$ cat src/dab_pkg.sv
// Constants and carriers for the data acquisition board host glue
// -----------------------------------------------------------------
// -----------------------------------------------------------------
package dab_pkg;

  // Host bus pins as seen by the board
  typedef struct packed {
    logic [9:0] addr;
    logic ior_n;
    logic iow_n;
    logic aen;
  } dab_isa_s;

  // Window layout
  localparam int unsigned WINDOW_SIZE = 16;
  localparam logic [3:0] OFF_CTR_LAST = 4'h3;
  localparam logic [3:0] OFF_CTR_CTRL = 4'h3;
  localparam logic [3:0] OFF_CLR_IRQ = 4'h8;
  localparam logic [3:0] OFF_SW_TRIG = 4'hC;
  localparam logic [9:0] DEFAULT_BASE = 10'h220;

  // Timer clock derivation
  localparam int unsigned CORE_HZ = 50_000_000;
  localparam int unsigned TIMER_HZ = 2_000_000;
  localparam int unsigned DIV_CYCLES = CORE_HZ / TIMER_HZ;
  localparam int unsigned DIV_HIGH = DIV_CYCLES / 2;

  // Interrupt line for each jumper position
  localparam int unsigned IRQ_CHOICES = 11;
  localparam logic [3:0] IRQ_LINE [IRQ_CHOICES] = '{
    4'h3, 4'h4, 4'h5, 4'h6, 4'h7, 4'h9, 4'hA, 4'hB, 4'hC, 4'hE, 4'hF
  };

  // DMA channel index in the request/acknowledge vectors
  localparam int unsigned DMA_CH1 = 0;
  localparam int unsigned DMA_CH3 = 1;

endpackage

$ cat src/dab_glue.sv
// Host glue: decode, timer clocks, trigger select, irq and dma routing
module dab_glue (
  input wire logic core_clk,
  input wire logic rst_n,
  input wire dab_pkg::dab_isa_s isa,
  input wire logic [5:0] base_select_switch,
  input wire logic trigger_source_jumper,
  input wire logic user_clock_jumper,
  input wire logic [3:0] irq_level_jumper,
  input wire logic dma_req_jumper,
  input wire logic dma_ack_jumper,
  input wire logic irq_enable,
  input wire logic dma_enable,
  input wire logic pacer_trigger_mode,
  input wire logic external_trigger_input,
  input wire logic external_user_clock,
  input wire logic pacer_low_out,
  input wire logic pacer_high_out,
  input wire logic [1:0] dack_n,
  input wire logic terminal_count,
  input wire logic adc_done,
  output logic board_sel,
  output logic counter_sel,
  output logic [3:0] reg_index,
  output logic reg_rd,
  output logic reg_wr,
  output logic clk_internal_2m,
  output logic user_counter_clk,
  output logic pacer_low_clk,
  output logic pacer_high_clk,
  output logic adc_start,
  output logic [15:0] irq_out,
  output logic [15:0] irq_oe,
  output logic [1:0] drq_out,
  output logic [1:0] drq_oe
);

  // -----------------------------------------------------------------
  // Input synchronisers
  // -----------------------------------------------------------------
  localparam int SW = 10 + 3 + 6 + 6;
  logic [SW-1:0] sync_a;
  logic [SW-1:0] sync_b;
  logic [SW-1:0] raw_in;
  assign raw_in = {isa.addr, isa.ior_n, isa.iow_n, isa.aen,
                   base_select_switch, external_trigger_input,
                   external_user_clock, pacer_low_out, pacer_high_out,
                   terminal_count, adc_done};

  // Every pin except the jumpers, enables and pacer_trigger_mode passes two flops; sync_a feeds only sync_b
  always_ff @(posedge core_clk) begin
    if (!rst_n) begin
      sync_a <= '1;
      sync_b <= '1;
    end else begin
      sync_a <= raw_in;
      sync_b <= sync_a;
    end
  end

  logic [1:0] dack_a;
  logic [1:0] dack_s;
  always_ff @(posedge core_clk) begin
    if (!rst_n) begin
      dack_a <= 2'h3;
      dack_s <= 2'h3;
    end else begin
      dack_a <= dack_n;
      dack_s <= dack_a;
    end
  end

  logic [9:0] s_addr;
  logic s_ior_n;
  logic s_iow_n;
  logic s_aen;
  logic [5:0] s_sw;
  logic s_ext_trg;
  logic s_ext_clk;
  logic s_low_out;
  logic s_high_out;
  logic s_tc;
  logic s_done;
  assign {s_addr, s_ior_n, s_iow_n, s_aen, s_sw, s_ext_trg, s_ext_clk,
          s_low_out, s_high_out, s_tc, s_done} = sync_b;

  // Previous values for edge detection on synchronised signals
  logic p_ior_n;
  logic p_iow_n;
  logic p_ext_trg;
  logic p_high_out;
  logic p_done;
  logic p_tc;
  always_ff @(posedge core_clk) begin
    if (!rst_n) begin
      p_ior_n <= 1'b1;
      p_iow_n <= 1'b1;
      p_ext_trg <= 1'b1;
      p_high_out <= 1'b1;
      p_done <= 1'b1;
      p_tc <= 1'b1;
    end else begin
      p_ior_n <= s_ior_n;
      p_iow_n <= s_iow_n;
      p_ext_trg <= s_ext_trg;
      p_high_out <= s_high_out;
      p_done <= s_done;
      p_tc <= s_tc;
    end
  end

  // -----------------------------------------------------------------
  // Address decode
  // -----------------------------------------------------------------
  // Switch ON (1) demands a zero on that address line
  logic base_hit;
  logic io_cycle;
  logic next_sel;
  assign base_hit = (s_addr[9:4] == ~s_sw);
  assign io_cycle = (!s_ior_n || !s_iow_n) && !s_aen;
  assign next_sel = base_hit && io_cycle;

  // Registered select; the low four bits pick one of sixteen slots
  always_ff @(posedge core_clk) begin
    if (!rst_n) begin
      board_sel <= 1'b0;
      counter_sel <= 1'b0;
      reg_index <= 4'h0;
    end else begin
      board_sel <= next_sel;
      counter_sel <= next_sel && (s_addr[3:0] <= dab_pkg::OFF_CTR_LAST);
      reg_index <= s_addr[3:0];
    end
  end

  // One pulse per strobe's leading edge, only while selected
  logic rd_edge;
  logic wr_edge;
  assign rd_edge = p_ior_n && !s_ior_n && base_hit && !s_aen;
  assign wr_edge = p_iow_n && !s_iow_n && base_hit && !s_aen;
  always_ff @(posedge core_clk) begin
    if (!rst_n) begin
      reg_rd <= 1'b0;
      reg_wr <= 1'b0;
    end else begin
      // Reads of the counter control slot are reserved
      reg_rd <= rd_edge && (s_addr[3:0] != dab_pkg::OFF_CTR_CTRL);
      reg_wr <= wr_edge;
    end
  end

  // -----------------------------------------------------------------
  // Timer clocks
  // -----------------------------------------------------------------
  // 25 core cycles per period; duty is 12/25, close enough for the chip
  logic [4:0] div_cnt;
  always_ff @(posedge core_clk) begin
    if (!rst_n) begin
      div_cnt <= 5'h00;
    end else if (div_cnt == 5'(dab_pkg::DIV_CYCLES - 1)) begin
      div_cnt <= 5'h00;
    end else begin
      div_cnt <= div_cnt + 5'h01;
    end
  end

  always_ff @(posedge core_clk) begin
    if (!rst_n) begin
      clk_internal_2m <= 1'b0;
    end else begin
      clk_internal_2m <= (div_cnt < 5'(dab_pkg::DIV_HIGH));
    end
  end

  // Counter clocks; low stage output clocks the high stage
  always_ff @(posedge core_clk) begin
    if (!rst_n) begin
      user_counter_clk <= 1'b0;
      pacer_low_clk <= 1'b0;
      pacer_high_clk <= 1'b0;
    end else begin
      user_counter_clk <= user_clock_jumper ? s_ext_clk
                                            : (div_cnt < 5'(dab_pkg::DIV_HIGH));
      pacer_low_clk <= (div_cnt < 5'(dab_pkg::DIV_HIGH));
      pacer_high_clk <= s_low_out;
    end
  end

  // -----------------------------------------------------------------
  // Conversion start
  // -----------------------------------------------------------------
  logic sw_trig;
  logic pacer_trig;
  logic ext_trig;
  logic next_start;
  assign sw_trig = wr_edge && (s_addr[3:0] == dab_pkg::OFF_SW_TRIG);
  assign pacer_trig = !p_high_out && s_high_out;
  assign ext_trig = !p_ext_trg && s_ext_trg;
  always_comb begin
    if (trigger_source_jumper) begin
      next_start = ext_trig;
    end else begin
      next_start = pacer_trigger_mode ? pacer_trig : sw_trig;
    end
  end

  always_ff @(posedge core_clk) begin
    if (!rst_n) begin
      adc_start <= 1'b0;
    end else begin
      adc_start <= next_start;
    end
  end

  // -----------------------------------------------------------------
  // Interrupt
  // -----------------------------------------------------------------
  logic done_edge;
  logic tc_edge;
  logic clr_irq;
  logic irq_flag;
  assign done_edge = !p_done && s_done;
  assign tc_edge = !p_tc && s_tc && !dack_s[dma_ack_jumper];
  assign clr_irq = wr_edge && (s_addr[3:0] == dab_pkg::OFF_CLR_IRQ);

  // Set beats clear so a completion in the clear cycle is kept
  always_ff @(posedge core_clk) begin
    if (!rst_n) begin
      irq_flag <= 1'b0;
    end else if ((done_edge && !dma_enable) || tc_edge) begin
      irq_flag <= 1'b1;
    end else if (clr_irq) begin
      irq_flag <= 1'b0;
    end
  end

  // Only the one jumpered line is driven; others stay released
  logic [3:0] irq_line;
  assign irq_line = (irq_level_jumper < 4'(dab_pkg::IRQ_CHOICES))
                    ? dab_pkg::IRQ_LINE[irq_level_jumper] : 4'h3;
  always_ff @(posedge core_clk) begin
    if (!rst_n) begin
      irq_out <= 16'h0000;
      irq_oe <= 16'h0000;
    end else begin
      irq_out <= 16'h0000;
      irq_oe <= 16'h0000;
      irq_out[irq_line] <= irq_flag && irq_enable;
      irq_oe[irq_line] <= irq_enable;
    end
  end

  // -----------------------------------------------------------------
  // DMA request
  // -----------------------------------------------------------------
  logic dma_pend;
  logic ack_now;
  assign ack_now = !dack_s[dma_ack_jumper];

  // Request held until acknowledge; a new sample wins over the ack
  always_ff @(posedge core_clk) begin
    if (!rst_n) begin
      dma_pend <= 1'b0;
    end else if (!dma_enable) begin
      dma_pend <= 1'b0;
    end else if (done_edge) begin
      dma_pend <= 1'b1;
    end else if (ack_now) begin
      dma_pend <= 1'b0;
    end
  end

  always_ff @(posedge core_clk) begin
    if (!rst_n) begin
      drq_out <= 2'h0;
      drq_oe <= 2'h0;
    end else begin
      drq_out <= 2'h0;
      drq_oe <= 2'h0;
      drq_out[dma_req_jumper] <= dma_pend && dma_enable && !ack_now;
      drq_oe[dma_req_jumper] <= dma_enable;
    end
  end

  // -----------------------------------------------------------------
  // Checks
  // -----------------------------------------------------------------
  a_sel_needs_io: assert property (@(posedge core_clk)
    disable iff (!rst_n) board_sel |-> $past(io_cycle))
    else $error("select outside an I/O cycle");

  a_sel_base_match: assert property (@(posedge core_clk)
    disable iff (!rst_n)
    board_sel |-> $past(s_addr[9:4]) == ~$past(s_sw))
    else $error("select on wrong base");

  a_ctr_window: assert property (@(posedge core_clk)
    disable iff (!rst_n)
    counter_sel |-> board_sel && reg_index <= dab_pkg::OFF_CTR_LAST)
    else $error("counter select outside its slots");

  a_no_ctrl_read: assert property (@(posedge core_clk)
    disable iff (!rst_n)
    reg_rd |-> reg_index != dab_pkg::OFF_CTR_CTRL || !board_sel)
    else $error("read of counter control slot");

  a_clk_period: assert property (@(posedge core_clk)
    disable iff (!rst_n)
    $rose(clk_internal_2m) |-> ##25 $rose(clk_internal_2m))
    else $error("timer clock period wrong");

  a_pacer_chain: assert property (@(posedge core_clk)
    disable iff (!rst_n) $rose(s_low_out) |=> pacer_high_clk)
    else $error("pacer stages not chained");

  a_irq_gated: assert property (@(posedge core_clk)
    disable iff (!rst_n)
    !irq_enable ##1 !irq_enable |-> irq_out == 16'h0000)
    else $error("interrupt while disabled");

  a_irq_one_line: assert property (@(posedge core_clk)
    disable iff (!rst_n)
    $onehot0(irq_oe) && !irq_oe[0] && !irq_oe[1] && !irq_oe[2])
    else $error("interrupt on illegal line");

  a_dma_gated: assert property (@(posedge core_clk)
    disable iff (!rst_n)
    !dma_enable ##1 !dma_enable |-> drq_out == 2'h0)
    else $error("DMA request while disabled");

  a_tc_irq: assert property (@(posedge core_clk)
    disable iff (!rst_n)
    tc_edge |=> irq_flag ##1 (irq_out[irq_line] || !irq_enable))
    else $error("terminal count raised no interrupt");

  a_ext_start: assert property (@(posedge core_clk)
    disable iff (!rst_n)
    trigger_source_jumper && ext_trig |=> adc_start)
    else $error("external trigger lost");

endmodule

$ cat config.mk
export PLATFORM = sky130hd
export DESIGN_NAME = dab_glue
export DESIGN_NICKNAME = d
export VERILOG_FILES = /design/src/dab_pkg.sv /design/src/dab_glue.sv
export SDC_FILE = /design/constraint.sdc
export NUM_CORES = 1
export LEC_CHECK = 0
export BUFFER_PORTS_ARGS = -buffer_cell sky130_fd_sc_hd__buf_2
export CAP_MARGIN = 20
export CORE_UTILIZATION = 55
export CTS_CLUSTER_DIAMETER = 120
export DETAILED_ROUTE_END_ITERATION = 12
export PLACE_DENSITY = 0.92
export REMOVE_ABC_BUFFERS = 1
export SLEW_MARGIN = 0
export SYNTH_ARGS = -nofsm -noshare
export SYNTH_HDL_FRONTEND = slang
export SYNTH_SLANG_ARGS = --single-unit
$ cat constraint.sdc
create_clock -name core_clk -period 3.1 [get_ports core_clk]
set_input_delay 0.465 -clock core_clk [delete_from_list [all_inputs] [get_ports core_clk]]
set_output_delay 0.465 -clock core_clk [all_outputs]
set_load 0.02 [all_outputs]
=== Word-level counts from Yosys, hierarchy flattened ===
Memories as Yosys holds them, arrays and structs flattened.
Cells that the tools add are included.

* Bitwise gates (word level): 7
* Muxes and demuxes: 16
* Add/subtract/negate cells: 1
* Reduce and logical (&&, ||, !) cells: 37
* Magnitude comparators: 9
* Equal/unequal tests: 6

{| class="wikitable"
|+ Operators with widths
! kind !! number
|-
| 16-bit AND || 2
|-
| 1-bit logical AND || 23
|-
| 4-bit two-way mux || 3
|-
| 1-bit two-way mux || 11
|-
| 1-bit zero test || 9
|-
| 4-bit == test, second input constant || 2
|-
| 6-bit == test || 1
|-
| 6-bit NOT || 1
|-
| 5-bit by 1-bit adder with 5-bit output, second input constant || 1
|-
| 5-bit == test, second input constant || 1
|-
| 5-bit >= comparator, second input constant || 1
|-
| 4-bit by 5-bit < comparator with 1-bit output, second input constant || 1
|-
| 5-bit by 4-bit < comparator with 1-bit output, second input constant || 1
|-
| 4-bit NOT with 5-bit output || 1
|-
| 2-bit AND || 2
|-
| 1-bit demux with 4-bit select || 1
|-
| 4-bit by 1-bit >= comparator with 1-bit output, second input constant || 1
|-
| 4-bit by 2-bit <= comparator with 1-bit output, second input constant || 1
|-
| 1-bit by 2-bit < comparator with 1-bit output, second input constant || 2
|-
| 4-bit < comparator, second input constant || 1
|-
| 4-bit by 2-bit inequality test with 1-bit output, second input constant || 1
|-
| 1-bit logical OR || 2
|-
| 2-bit inequality test, second input constant || 1
|-
| 2-bit AND reduction || 1
|-
| other kinds (5) || 5
|}

* Logic and storage cells: 103
* Memories kept: 1
* Input port bits: 40
* Register bits after elaboration: 115
* Memory bits (read-only): 64
* Output and inout port bits: 49

{| class="wikitable"
|+ Memory list
! name !! depth !! width !! read ports !! clocked after memory_dff !! write ports !! RTL line !! RTL
|-
| (no name shown) || 16 || 4 || 1 || 0 || 0 || dab_glue.sv:240 || <nowiki>? dab_pkg::IRQ_LINE[irq_level_jumper] : 4'h3;</nowiki>
|}

=== Longest topological paths before layout ===
Gate-level depths: netlist (run 1).

* Word-level depth: 10
* Mapped depth: 7
* Mapped depth without buffers: 6

=== Worst setup path after synthesis (run 1) ===
Ideal clock, no wire load.

* Kind: input port to flip-flop
* From: input port irq_level_jumper[0]
* To: register irq_out[5]
* Cell stages on the path: 6
* Required time: 3.032 ns
* Data arrival time: 1.713 ns
* Slack: 1.319 ns
* Setup time: 0.068 ns
* Buffers on the path: 0
* Path through: inv_1 ha_1 a21boi_1 or4_4 or2_1 nor2_1

* Cells in the longest elaborated chain, start to end: 10
* Elaborated cells between the ends (all ways): 12
* Those cells by class: order compare (3); mux (5); bitwise (2); reduce/logical (1); memory (1)

{| class="wikitable"
|+ Ends and longest elaborated chain
! what !! RTL line !! RTL
|-
| start, declared || dab_glue.sv:9 || <nowiki>input wire logic [3:0] irq_level_jumper,</nowiki>
|-
| 4-bit NOT with 5-bit output (not written as such) || dab_glue.sv:240 ||
|-
| memory read 16 x 4 bit || n/a ||
|-
| 4-bit two-way mux (not written as such) (2 in a row) || dab_glue.sv:240 ||
|-
| 4-bit two-way mux (*) || dab_glue.sv:240 ||
|-
| 4-bit by 5-bit < comparator with 1-bit output (not written as such) / 4-bit by 1-bit >= comparator with 1-bit output (equally long branches) || dab_glue.sv:248 || <nowiki>irq_out[irq_line] <= irq_flag && irq_enable;</nowiki>
|-
| 1-bit logical AND || dab_glue.sv:248 ||
|-
| 1-bit two-way mux (not written as such) || dab_glue.sv:248 ||
|-
| 1-bit demux with 4-bit select (*) || dab_glue.sv:248 ||
|-
| 16-bit AND (no source line) (*) || n/a ||
|-
| end signal, assigned by index || dab_glue.sv:248 ||
|-
| end, declared || dab_glue.sv:32 || <nowiki>output logic [15:0] irq_out,</nowiki>
|}

Every way passes the cells marked *; elsewhere a longest branch is shown, timed or not. The select of a mux whose other input is x is not followed.
A chain may end at the register's enable or synchronous reset.

=== Worst setup path after layout (run 1) ===
* From: register sync_b[9]
* To: register counter_sel

* Cells in the longest elaborated chain, start to end: 4

{| class="wikitable"
|+ Ends and longest elaborated chain
! what !! RTL line !! RTL
|-
| start, declared || dab_glue.sv:43 || <nowiki>logic [SW-1:0] sync_b;</nowiki>
|-
| start signal, assigned || dab_glue.sv:57 || <nowiki>sync_b <= sync_a;</nowiki>
|-
| 6-bit NOT || dab_glue.sv:119 || <nowiki>assign base_hit = (s_addr[9:4] == ~s_sw);</nowiki>
|-
| 6-bit == test || dab_glue.sv:119 ||
|-
| 1-bit logical AND || dab_glue.sv:121 || <nowiki>assign next_sel = base_hit && io_cycle;</nowiki>
|-
| 1-bit logical AND || dab_glue.sv:131 || <nowiki>counter_sel <= next_sel && (s_addr[3:0] <= dab_pkg::OFF_CTR_LAST);</nowiki>
|-
| end signal, assigned || dab_glue.sv:131 ||
|-
| end, declared || dab_glue.sv:23 || <nowiki>output logic counter_sel,</nowiki>
|}

Every way passes these cells.

==> qor.txt, run 1 <==
Status = finished, final reports clean
Total congestion overflow = 0
Post-CTS Setup Inserts = 0
Synth Instances = 319
Peak Freq = 0.598 GHz
Overall global routing resource usage = 21.7%
Post-synth EDFFs = 0
Crit path max fanout = 4
Fraction of registers with async set/reset = 0%
Die height = 82.2 um
Most common cell after layout, fill and taps aside = dfxtp_1
Num rows = 28
Synth area leaders = dfxtp_1 (65%), nand2b_1 (11%), nor2_1 (3.6%)
GP Congestion = 0.754
Commonest non-fill, non-tap cells in the layout = dfxtp_1 (115), buf_2 (88), nand2b_1 (61), nor2_1 (34), clkbuf_16 (16)
Grt met3 use = 7.91%
Drt wl/cell = 13.2 um
Post-synth top flop = dfxtp_1
CTS resizes = 0
Fin crit period = 1.67 ns
Max-capacitance violation count = 0
Max-slew headroom = 48.3%
Max-slew violations = 0
TNS Setup = 0 ns
Initial DRC Count = 110
Register area share after synthesis = 65.0%
Core ar. = 6060 um2
Hpwl dp = 4080 um
Initial antenna violation count = 0
Startpoint types = flip-flop
Peak VDD IR = 0.706 mV
Crit end category = flip-flop
Cell Pwr Density = 823 nW/um2
Crit Path Category = flip-flop to flip-flop
Die X-Extent = 82.2 um
Synthesized flop and latch total = 115
First-pass GRT wire length = 10,500 um
Number of remaining DRC errors = 0
Hold buffers post-CTS = 0
Cell Area, Synth = 3540 um2
Slowest CP cell = a2111oi_0
Met2 Track Usage GR = 39.7%
Number of global-route vias before repair = 2,350
Drt pass-1 iters = 4
Ports = 89
Full die area = 6760 um2
Via count = 2,440
Starting Density = 58.4%
Area share of the largest cell type after synthesis = 65.0%
GR met1 Demand/Resource = 20.6%
Antenna-violating nets left = 0
Largest net degree at the start of global routing = 74
Worst Hold Class = primary input to flip-flop
LEAKAGE = 0.00213 uW
Vias per std cell = 4.83
Ratio of cells with drive above 1 in the final layout = 30.5%
Fin nets = 463
Max incr delay on CP = 0.47 ns
Final setup fails = 0
YS warnings = 0
CTS sink count = 115
CP required = 3.46 ns
Root Buffer = clkbuf_8
Distinct cells, synth = 47
Most Crowded Layer GR = met2
Clk slew on worst S/H paths = 0.05 ns
CTS tree = built
Final period util = 53.9%
Final Hold Fails = 0
Clk Latency, worst-skew pair = 0.51 ns
CTS Buf Count = 17
Leading area contributor after synthesis = dfxtp_1
CTS HTree Levels = 4
Least-Margin Pin Slew = 0.772 ns
Maximum clock path buffer count = 2
Layout area overhead = 33.0%
RSZ-0062 raised after global routing = no
Routed WL = 6640 um
Mean post-synth cell area = 11.1 um2
Final clock skew = 0.00705 ns
Critical path, cell by cell = xnor2_1, nor4_2, nand2_1, a2111oi_0
Critical Path AT = 2.03 ns
IO Port Bufs = 88
Overall power = 3870 uW
-- registers in the layout (all words and copies together) (netlist names), 2 cells and up --
signal	cells
sync_b	25
drq_oe	2
dack_a	2
div_cnt	5
drq_out	2
irq_out	16
reg_index	4
dack_s	2
sync_a	25
irq_oe	16
-- cells by family (layout without fill, tap and decap cells) --
logic type | after synthesis | after routing | synth area share [%]
flops | 115 | 115 | 65.0
mux | 2 | 2 | 0.601
simple gates | 147 | 147 | 23.8
compound gates | 18 | 18 | 3.54
other cells | 0 | 1 | 0
buf+inv | 21 | 131 | 2.37
fa+ha+maj | 7 | 7 | 2.47
xor+xnor | 9 | 9 | 2.23
-- metal layers --
| metal | part of all wire (%) | vias up | wire [um] |
|---|---|---|---|
| met5 | 0 | - | 0 |
| met4 | 1.9 | 0 | 128 |
| met3 | 6.7 | 14 | 442 |
| met2 | 52 | 92 | 3470 |
| met1 | 39 | 1119 | 2600 |
| li1 | - | 1215 | - |
-- layout make-up --
| type | count | area [um2] |
|---|---|---|
| repair buffers | 89 | 448 |
| diodes | 1 | 2.50 |
| clock inverters | 13 | 229 |
| clock buffers | 19 | 442 |
| flip-flops and latches | 115 | 2300 |
| multi-input cells | 183 | 1150 |
| inverters | 10 | 37.5 |
| well taps | 75 | 93.8 |
| fillers | 381 | 1350 |
-- synth_stat cells, drive strengths merged, types with 2 or more instances --
cell	number
and2	8
ha	7
a21oi	5
nor4	2
nor3b	2
and3	3
nor2	38
nand2b	61
inv	10
dfxtp	115
xnor2	7
nor3	4
xor2	2
or2	4
buf	2
nand2	11
clkbuf	9
nand3	2
o21ai	2
nor2b	4
-- through the flow --
stage / utilization, % / cells / hold WS (ns) / area [um2] / worst slack, ns
after detailed placement: 66.6 / 472 / 0.391 / 4040 / 1.05
after global placement: 66.6 / 472 / 0.390 / 4040 / 1.15
after global routing: 77.6 / 504 / 0.128 / 4710 / 1.32
final: 77.7 / 505 / 0.136 / 4710 / 1.43
after floorplan: - / 308 / 0.386 / 3490 / 1.32
after CTS: 77.6 / 504 / 0.120 / 4710 / 1.40
-- report_power, final --
group / internal, uW / switching (uW) / leakage [uW] / total (uW)
registers: 1530 / 17.1 / 0.000945 / 1550
logic: 70.5 / 86.9 / 0.000865 / 157
clock network: 1510 / 662 / 0.000316 / 2170
total: 3110 / 766 / 0.00213 / 3870
-- worst max-delay path: cells and delay by family (launching register included) --
family / cells / cell delay (ns)
AOI/OAI and AO/OA: 1 / 0.47
and+or+nand+nor: 2 / 0.60
DFF: 1 / 0.32
xor gates and xnor gates: 1 / 0.14
-- final timing paths --
path / end / slack, ns / start / cells after the start
setup reg to reg: counter_sel / 1.43 / sync_b[9] / 4
hold / removal: sync_a[21] / 0.14 / isa[9] / 2
setup / recovery: counter_sel / 1.43 / sync_b[9] / 4
hold reg to reg: sync_b[18] / 0.40 / sync_a[18] / 1
Note: power is estimated with default switching activity, not from simulation.
==> run 2: changes to the inputs <==
--- a/config.mk
+++ b/config.mk
@@ -7,10 +7,10 @@
 export LEC_CHECK = 0
 export BUFFER_PORTS_ARGS = -buffer_cell sky130_fd_sc_hd__buf_2
 export CAP_MARGIN = 20
-export CORE_UTILIZATION = 55
+export CORE_UTILIZATION = 46
 export CTS_CLUSTER_DIAMETER = 120
 export DETAILED_ROUTE_END_ITERATION = 12
-export PLACE_DENSITY = 0.92
+export PLACE_DENSITY = 0.83
 export REMOVE_ABC_BUFFERS = 1
 export SLEW_MARGIN = 0
 export SYNTH_ARGS = -nofsm -noshare
==> constraint.sdc (replaced) <==
create_clock -name core_clk -period 1.45 [get_ports core_clk]
set_input_delay 0.2175 -clock core_clk [delete_from_list [all_inputs] [get_ports core_clk]]
set_output_delay 0.2175 -clock core_clk [all_outputs]
set_load 0.02 [all_outputs]
==> qor.txt, run 2 (same netlist as run 1, synthesis figures left out) <==
Status = finished, final reports clean
Top Registers = sync_a (25), sync_b (25)
Worst R2R Start = sync_b[9]
IO Port Bufs = 88 (unchanged)
Cell Pwr Density = 1540 nW/um2 (+87%)
Commonest non-fill, non-tap cells in the layout = dfxtp_1 (115), buf_2 (88), nand2b_1 (61), nor2_1 (34), dlygate4sd3_1 (32)
Full die area = 8050 um2 (+19%)
Startpoint types = flip-flop
R2R setup slack = 0.09 ns (-1.34 ns)
Final clock skew = 0.00510 ns (-0.00195 ns)
Num rows = 31 (+11%)
Ratio of cells with drive above 1 in the final layout = 30.4% (-0.14 points)
Crit Path Category = flip-flop to flip-flop
LEAKAGE = 0.00231 uW (+8.7%)
CTS tree = built
CTS sink count = 115 (unchanged)
CTS Buf Count = 17 (unchanged)
Max-slew violations = 0 (unchanged)
CTS HTree Levels = 4 (unchanged)
Number of global-route vias before repair = 2,578 (+9.7%)
Placed inst area = 4190 um2 (+3.9%)
Least-Margin Pin Slew = 0.372 ns (-0.400 ns)
Reg area = 2300 um2 (unchanged)
Area occupied by multi-input gates = 1160 um2 (+0.54%)
Final Hold Fails = 0 (unchanged)
Peak VDD IR = 0.914 mV (+29%)
R2R depth = 5 (+1)
Die height = 89.7 um (+9.1%)
Most common cell after layout, fill and taps aside = dfxtp_1
Min-delay src = pacer_trigger_mode
Layout Utilization = 69.8% (-7.9 points)
Inserted Diodes = 0 (-1)
Reg2reg end = reg_rd
Worst hold endpoint = adc_start
Clk Latency, worst-skew pair = 0.50 ns (about the same)
Number of remaining DRC errors = 0 (unchanged)
GP Congestion = 0.761 (+0.90%)
Final setup fails = 0 (unchanged)
Root Buffer = clkbuf_8
Total congestion overflow = 0 (unchanged)
Maximum clock path buffer count = 2 (unchanged)
Fin crit period = 1.36 ns (-0.307 ns)
Crit end category = flip-flop
Initial DRC Count = 58 (-47%)
Max-capacitance violation count = 0 (unchanged)
Final period util = 94.1% (+40 points)
First-pass GRT wire length = 11,500 um (+9.6%)
Initial antenna violation count = 0 (unchanged)
Drt pass-1 iters = 4 (unchanged)
Via count = 2,564 (+5.1%)
Crit path max fanout = 3 (-1)
Antenna-violating nets left = 0 (unchanged)
Starting Density = 48.3% (-10 points)
Die X-Extent = 89.7 um (+9.1%)
Ports = 89 (unchanged)
Peak Freq = 0.733 GHz (+23%)
Layout area overhead = 44.5%
Fillers = 574 (+51%)
Largest net degree at the start of global routing = 29 (-61%)
Final instance area = 5120 um2 (+8.7%)
Worst Hold Class = primary input to flip-flop
Critical Path AT = 1.77 ns (-0.26 ns)
Inst Count DP = 513 (+8.7%)
Drt wl/cell = 12.1 um (-7.7%)
Core ar. = 7330 um2 (+21%)
Post-CTS Setup Inserts = 0 (unchanged)
Clk slew on worst S/H paths = 0.05 ns (about the same)
Hpwl dp = 4390 um (+7.4%)
Routed WL = 6990 um (+5.3%)
Max-slew headroom = 75.0% (+27 points)
Fin nets = 512 (+11%)
Hold path cells = 3 (+1)
Finished Layout Cells = 576 (+14%)
Overall global routing resource usage = 18.5% (-3.2 points)
CP required = 1.86 ns (-1.60 ns)
Vias per std cell = 4.45 (-7.9%)
==> run 2: cell count changes in the layout (fill, tap and decap cells not counted), sizes merged <==
cell | before | now
clkinvlp | 4 | 3
dlygate4sd3 | 0 | 32
buf | 89 | 106
inv | 11 | 10
clkinv | 2 | 3
diode | 1 | 0
clkbuf | 19 | 21
bufinv | 6 | 4
==> run 2: report_power, final <==
part           leakage, uW  internal [uW]  switching [uW]
clock network     0.000284           2810            1330
logic              0.00108            231             203
registers         0.000945           3270            33.9
==> run 2: cell type report <==
class | count | share of cell area, %
flip-flops and latches | 115 | 45.0
multi-input cells | 183 | 22.7
repair buffers | 138 | 17.5
clock buffers | 21 | 8.58
clock inverters | 10 | 3.08
well taps | 99 | 2.42
inverters | 10 | 0.734
==> run 2: timing repair <==
item	4_1_cts	5_1_grt
hold endpoints to repair	33	0
hold buffers	32	0
setup endpoints to repair	0	1
gates resized for setup	0	1
==> run 2: stage by stage <==
step	worst slack (ns)	power, uW	hold slack [ns]	TNS, ns
after floorplan	-0.0851	3550	0.279	-0.349
after global placement	-0.220	3720	0.390	-3.72
after detailed placement	-0.305	3730	0.392	-5.93
after CTS	0.0491	7950	0.00601	0
after global routing	-0.0212	8210	0.0312	-0.0212
final	0.0858	7880	0.0327	0
==> run 2: worst max-delay path: stages, from the launching register on <==
cell and delay (ns):
dfxtp_1 0.31, xnor2_1 0.12, nor4_2 0.34, nand2_1 0.12, buf_4 0.16, nor4b_2 0.22
==> run 2: worst max path at each step <==
stage	start	slack, ns	end
after global routing	sync_b[9]	-0.02	reg_rd
after detailed placement	irq_level_jumper[0]	-0.30	irq_out[7]
after floorplan	irq_level_jumper[0]	-0.09	irq_out[7]
after global placement	irq_level_jumper[0]	-0.22	irq_out[6]
after CTS	sync_b[9]	0.05	reg_rd
final	sync_b[9]	0.09	reg_rd
==> run 2: metal layers <==
metal	up-vias	share of wire, %	global-route usage [%]	routed length, um
li1	1308	-	-	-
met1	1163	40	18.5	2810
met2	87	54	34.2	3750
met3	6	5.0	6.01	350
met4	0	1.2	9.02	82
met5	-	0	0	0
==> run 3: changes to the inputs <==
--- a/config.mk
+++ b/config.mk
@@ -7,10 +7,10 @@
 export LEC_CHECK = 0
 export BUFFER_PORTS_ARGS = -buffer_cell sky130_fd_sc_hd__buf_2
 export CAP_MARGIN = 20
-export CORE_UTILIZATION = 46
+export CORE_UTILIZATION = 51
 export CTS_CLUSTER_DIAMETER = 120
 export DETAILED_ROUTE_END_ITERATION = 12
-export PLACE_DENSITY = 0.83
+export PLACE_DENSITY_LB_ADDON = 0.12
 export REMOVE_ABC_BUFFERS = 1
 export SLEW_MARGIN = 0
 export SYNTH_ARGS = -nofsm -noshare
==> constraint.sdc (replaced) <==
create_clock -name core_clk -period 1.4 [get_ports core_clk]
set_input_delay 0.21 -clock core_clk [delete_from_list [all_inputs] [get_ports core_clk]]
set_output_delay 0.21 -clock core_clk [all_outputs]
set_load 0.02 [all_outputs]
==> qor.txt, run 3 (same netlist as run 1, synthesis figures left out) <==
Top Registers = sync_a (25), sync_b (25)
Hpwl dp = 3860 um (-12%)
Drt pass-1 iters = 4 (unchanged)
Routed WL = 6710 um (-4.0%)
Ratio of cells with drive above 1 in the final layout = 32.6% (+2.2 points)
Final Hold Fails = 0 (unchanged)
Ports = 89 (unchanged)
Max-slew violations = 0 (unchanged)
Layout Utilization = 80.6% (+11 points)
Least-Margin Pin Slew = 0.455 ns (+0.0824 ns)
Crit end category = flip-flop
CTS Buf Count = 17 (unchanged)
Max-capacitance violation count = 0 (unchanged)
LEAKAGE = 0.00238 uW (+2.8%)
Full die area = 7280 um2 (-9.6%)
RSZ-0062 raised after global routing = yes
Clk Latency, worst-skew pair = 0.50 ns (about the same)
Antenna-violating nets left = 0 (unchanged)
Total congestion overflow = 0 (unchanged)
Drt wl/cell = 12.0 um (-0.91%)
Core ar. = 6530 um2 (-11%)
WHS = 0.129 ns (+0.0963 ns)
CTS tree = built
Status = finished, final reports clean
Final Worst Setup Slack = 0.0271 ns (-0.0586 ns)
IO Port Bufs = 88 (unchanged)
Final setup fails = 0 (unchanged)
GP Congestion = 0.793 (+4.2%)
Slowest CP cell = dfxtp_1
Via count = 2,582 (+0.70%)
CTS HTree Levels = 4 (unchanged)
Startpoint types = flip-flop
Max incr delay on CP = 0.44 ns (+0.10 ns)
Crit Path Category = flip-flop to flip-flop
Number of global-route vias before repair = 2,425 (-5.9%)
Initial antenna violation count = 0 (unchanged)
CTS sink count = 115 (unchanged)
Grt met3 use = 7.00% (+1.0 points)
Inserted Diodes = 0 (unchanged)
Clk slew on worst S/H paths = 0.05 ns (about the same)
GR met1 Demand/Resource = 21.8% (+3.3 points)
Finished Layout Cells = 558 (-3.1%)
Overall global routing resource usage = 19.6% (+1.1 points)
Peak Freq = 0.728 GHz (-0.63%)
TNS Setup = 0 ns (unchanged)
Crit path max fanout = 4 (+1)
Largest net degree at the start of global routing = 42 (+45%)
Inst Count DP = 490 (-4.5%)
Final clock skew = 0.00820 ns (+0.00311 ns)
Starting Density = 54.2% (+5.9 points)
Num rows = 29 (-6.5%)
Maximum clock path buffer count = 2 (unchanged)
Fin crit period = 1.37 ns (+0.00862 ns)
Critical path, cell by cell = nand2_1, nor4_1, a41oi_2, o21a_1
Most common cell after layout, fill and taps aside = dfxtp_1
Met2 Track Usage GR = 33.1% (-1.0 points)
Commonest non-fill, non-tap cells in the layout = dfxtp_1 (113), buf_2 (88), nand2b_1 (61), nor2_1 (34), dlygate4sd3_1 (34)
Number of remaining DRC errors = 0 (unchanged)
CP required = 1.79 ns (-0.07 ns)
Most Crowded Layer GR = met2
First-pass GRT wire length = 10,800 um (-5.7%)
Vias per std cell = 4.63 (+4.0%)
Die X-Extent = 85.3 um (-4.9%)
Layout area overhead = 48.7%
Root Buffer = clkbuf_8
Final period util = 98.1% (+4.0 points)
Pre-CTS setup slack = -0.330 ns (-0.0250 ns)
Worst Hold Class = primary input to flip-flop
Max-slew headroom = 69.4% (-5.5 points)
Cell Pwr Density = 1620 nW/um2 (+5.3%)
Peak VDD IR = 1.10 mV (+21%)
Die height = 85.3 um (-4.9%)
Critical Path AT = 1.76 ns (about the same)
Fin nets = 515 (+0.59%)
Initial DRC Count = 69 (+19%)
run 3: changes by cell type in the layout (fill, tap and decap cells not counted), moves of 2 or more:
cell / previous run / this run
buf_12: 0 / 2
buf_4: 18 / 14
buf_6: 0 / 3
bufinv_16: 4 / 6
clkbuf_1: 3 / 1
dfxtp_1: 115 / 113
dfxtp_2: 0 / 2
dlygate4sd3_1: 32 / 34
run 3: where the power goes:
group / total [uW] / switching [uW] / internal (uW)
sequential: 3430 / 39.9 / 3390
clock: 4640 / 1400 / 3240
combinational: 474 / 218 / 257
run 3: final cells by class:
| cell class | count | area [um2] |
|---|---|---|
| Clock buffer | 18 | 418 |
| Clock inverter | 14 | 234 |
| Fill cell | 392 | 1270 |
| Inverter | 10 | 37.5 |
| Multi-Input combinational cell | 183 | 1210 |
| Sequential cell | 115 | 2300 |
| Tap cell | 77 | 96.3 |
| Timing Repair Buffer | 141 | 960 |
run 3: worst max-delay path, delay by kind of cell, from the launching register on:
family | cells | cell delay [ns]
AO/OA/AOI/OAI | 2 | 0.38
AND/OR/NAND/NOR | 2 | 0.45
flip-flops | 1 | 0.44
run 3: what timing repair did:
action	4_1_cts	5_1_grt
endpoints found under the setup margin	2	4
cloned	0	0
gates resized for setup	8	7
setup buffers	1	1
endpoints found under the hold margin	33	0
hold buffers	34	0
pin swaps	5	5
run 3: final timing paths:
path	start	end	slack [ns]	cells after the start
worst max-delay path	sync_b[18]	irq_flag	0.03	4
worst max register to register	sync_b[18]	irq_flag	0.03	4
worst min register to register	sync_a[19]	sync_b[19]	0.40	1
worst min-delay path	dma_ack_jumper	drq_out[1]	0.13	3
run 3: per-layer routing:
layer | up-vias | share of wire [%]
li1 | 1325 | -
met1 | 1176 | 45
met2 | 71 | 50
met3 | 10 | 3.7
met4 | 0 | 1.6
met5 | - | 0
run 3: metrics by stage:
step,power (uW),instance area [um2]
6_report,8540,5260
5_1_grt,8820,5260
4_1_cts,8610,5220
3_5_place_dp,3880,4180
3_3_place_gp,3870,4180
2_1_floorplan,3680,3490
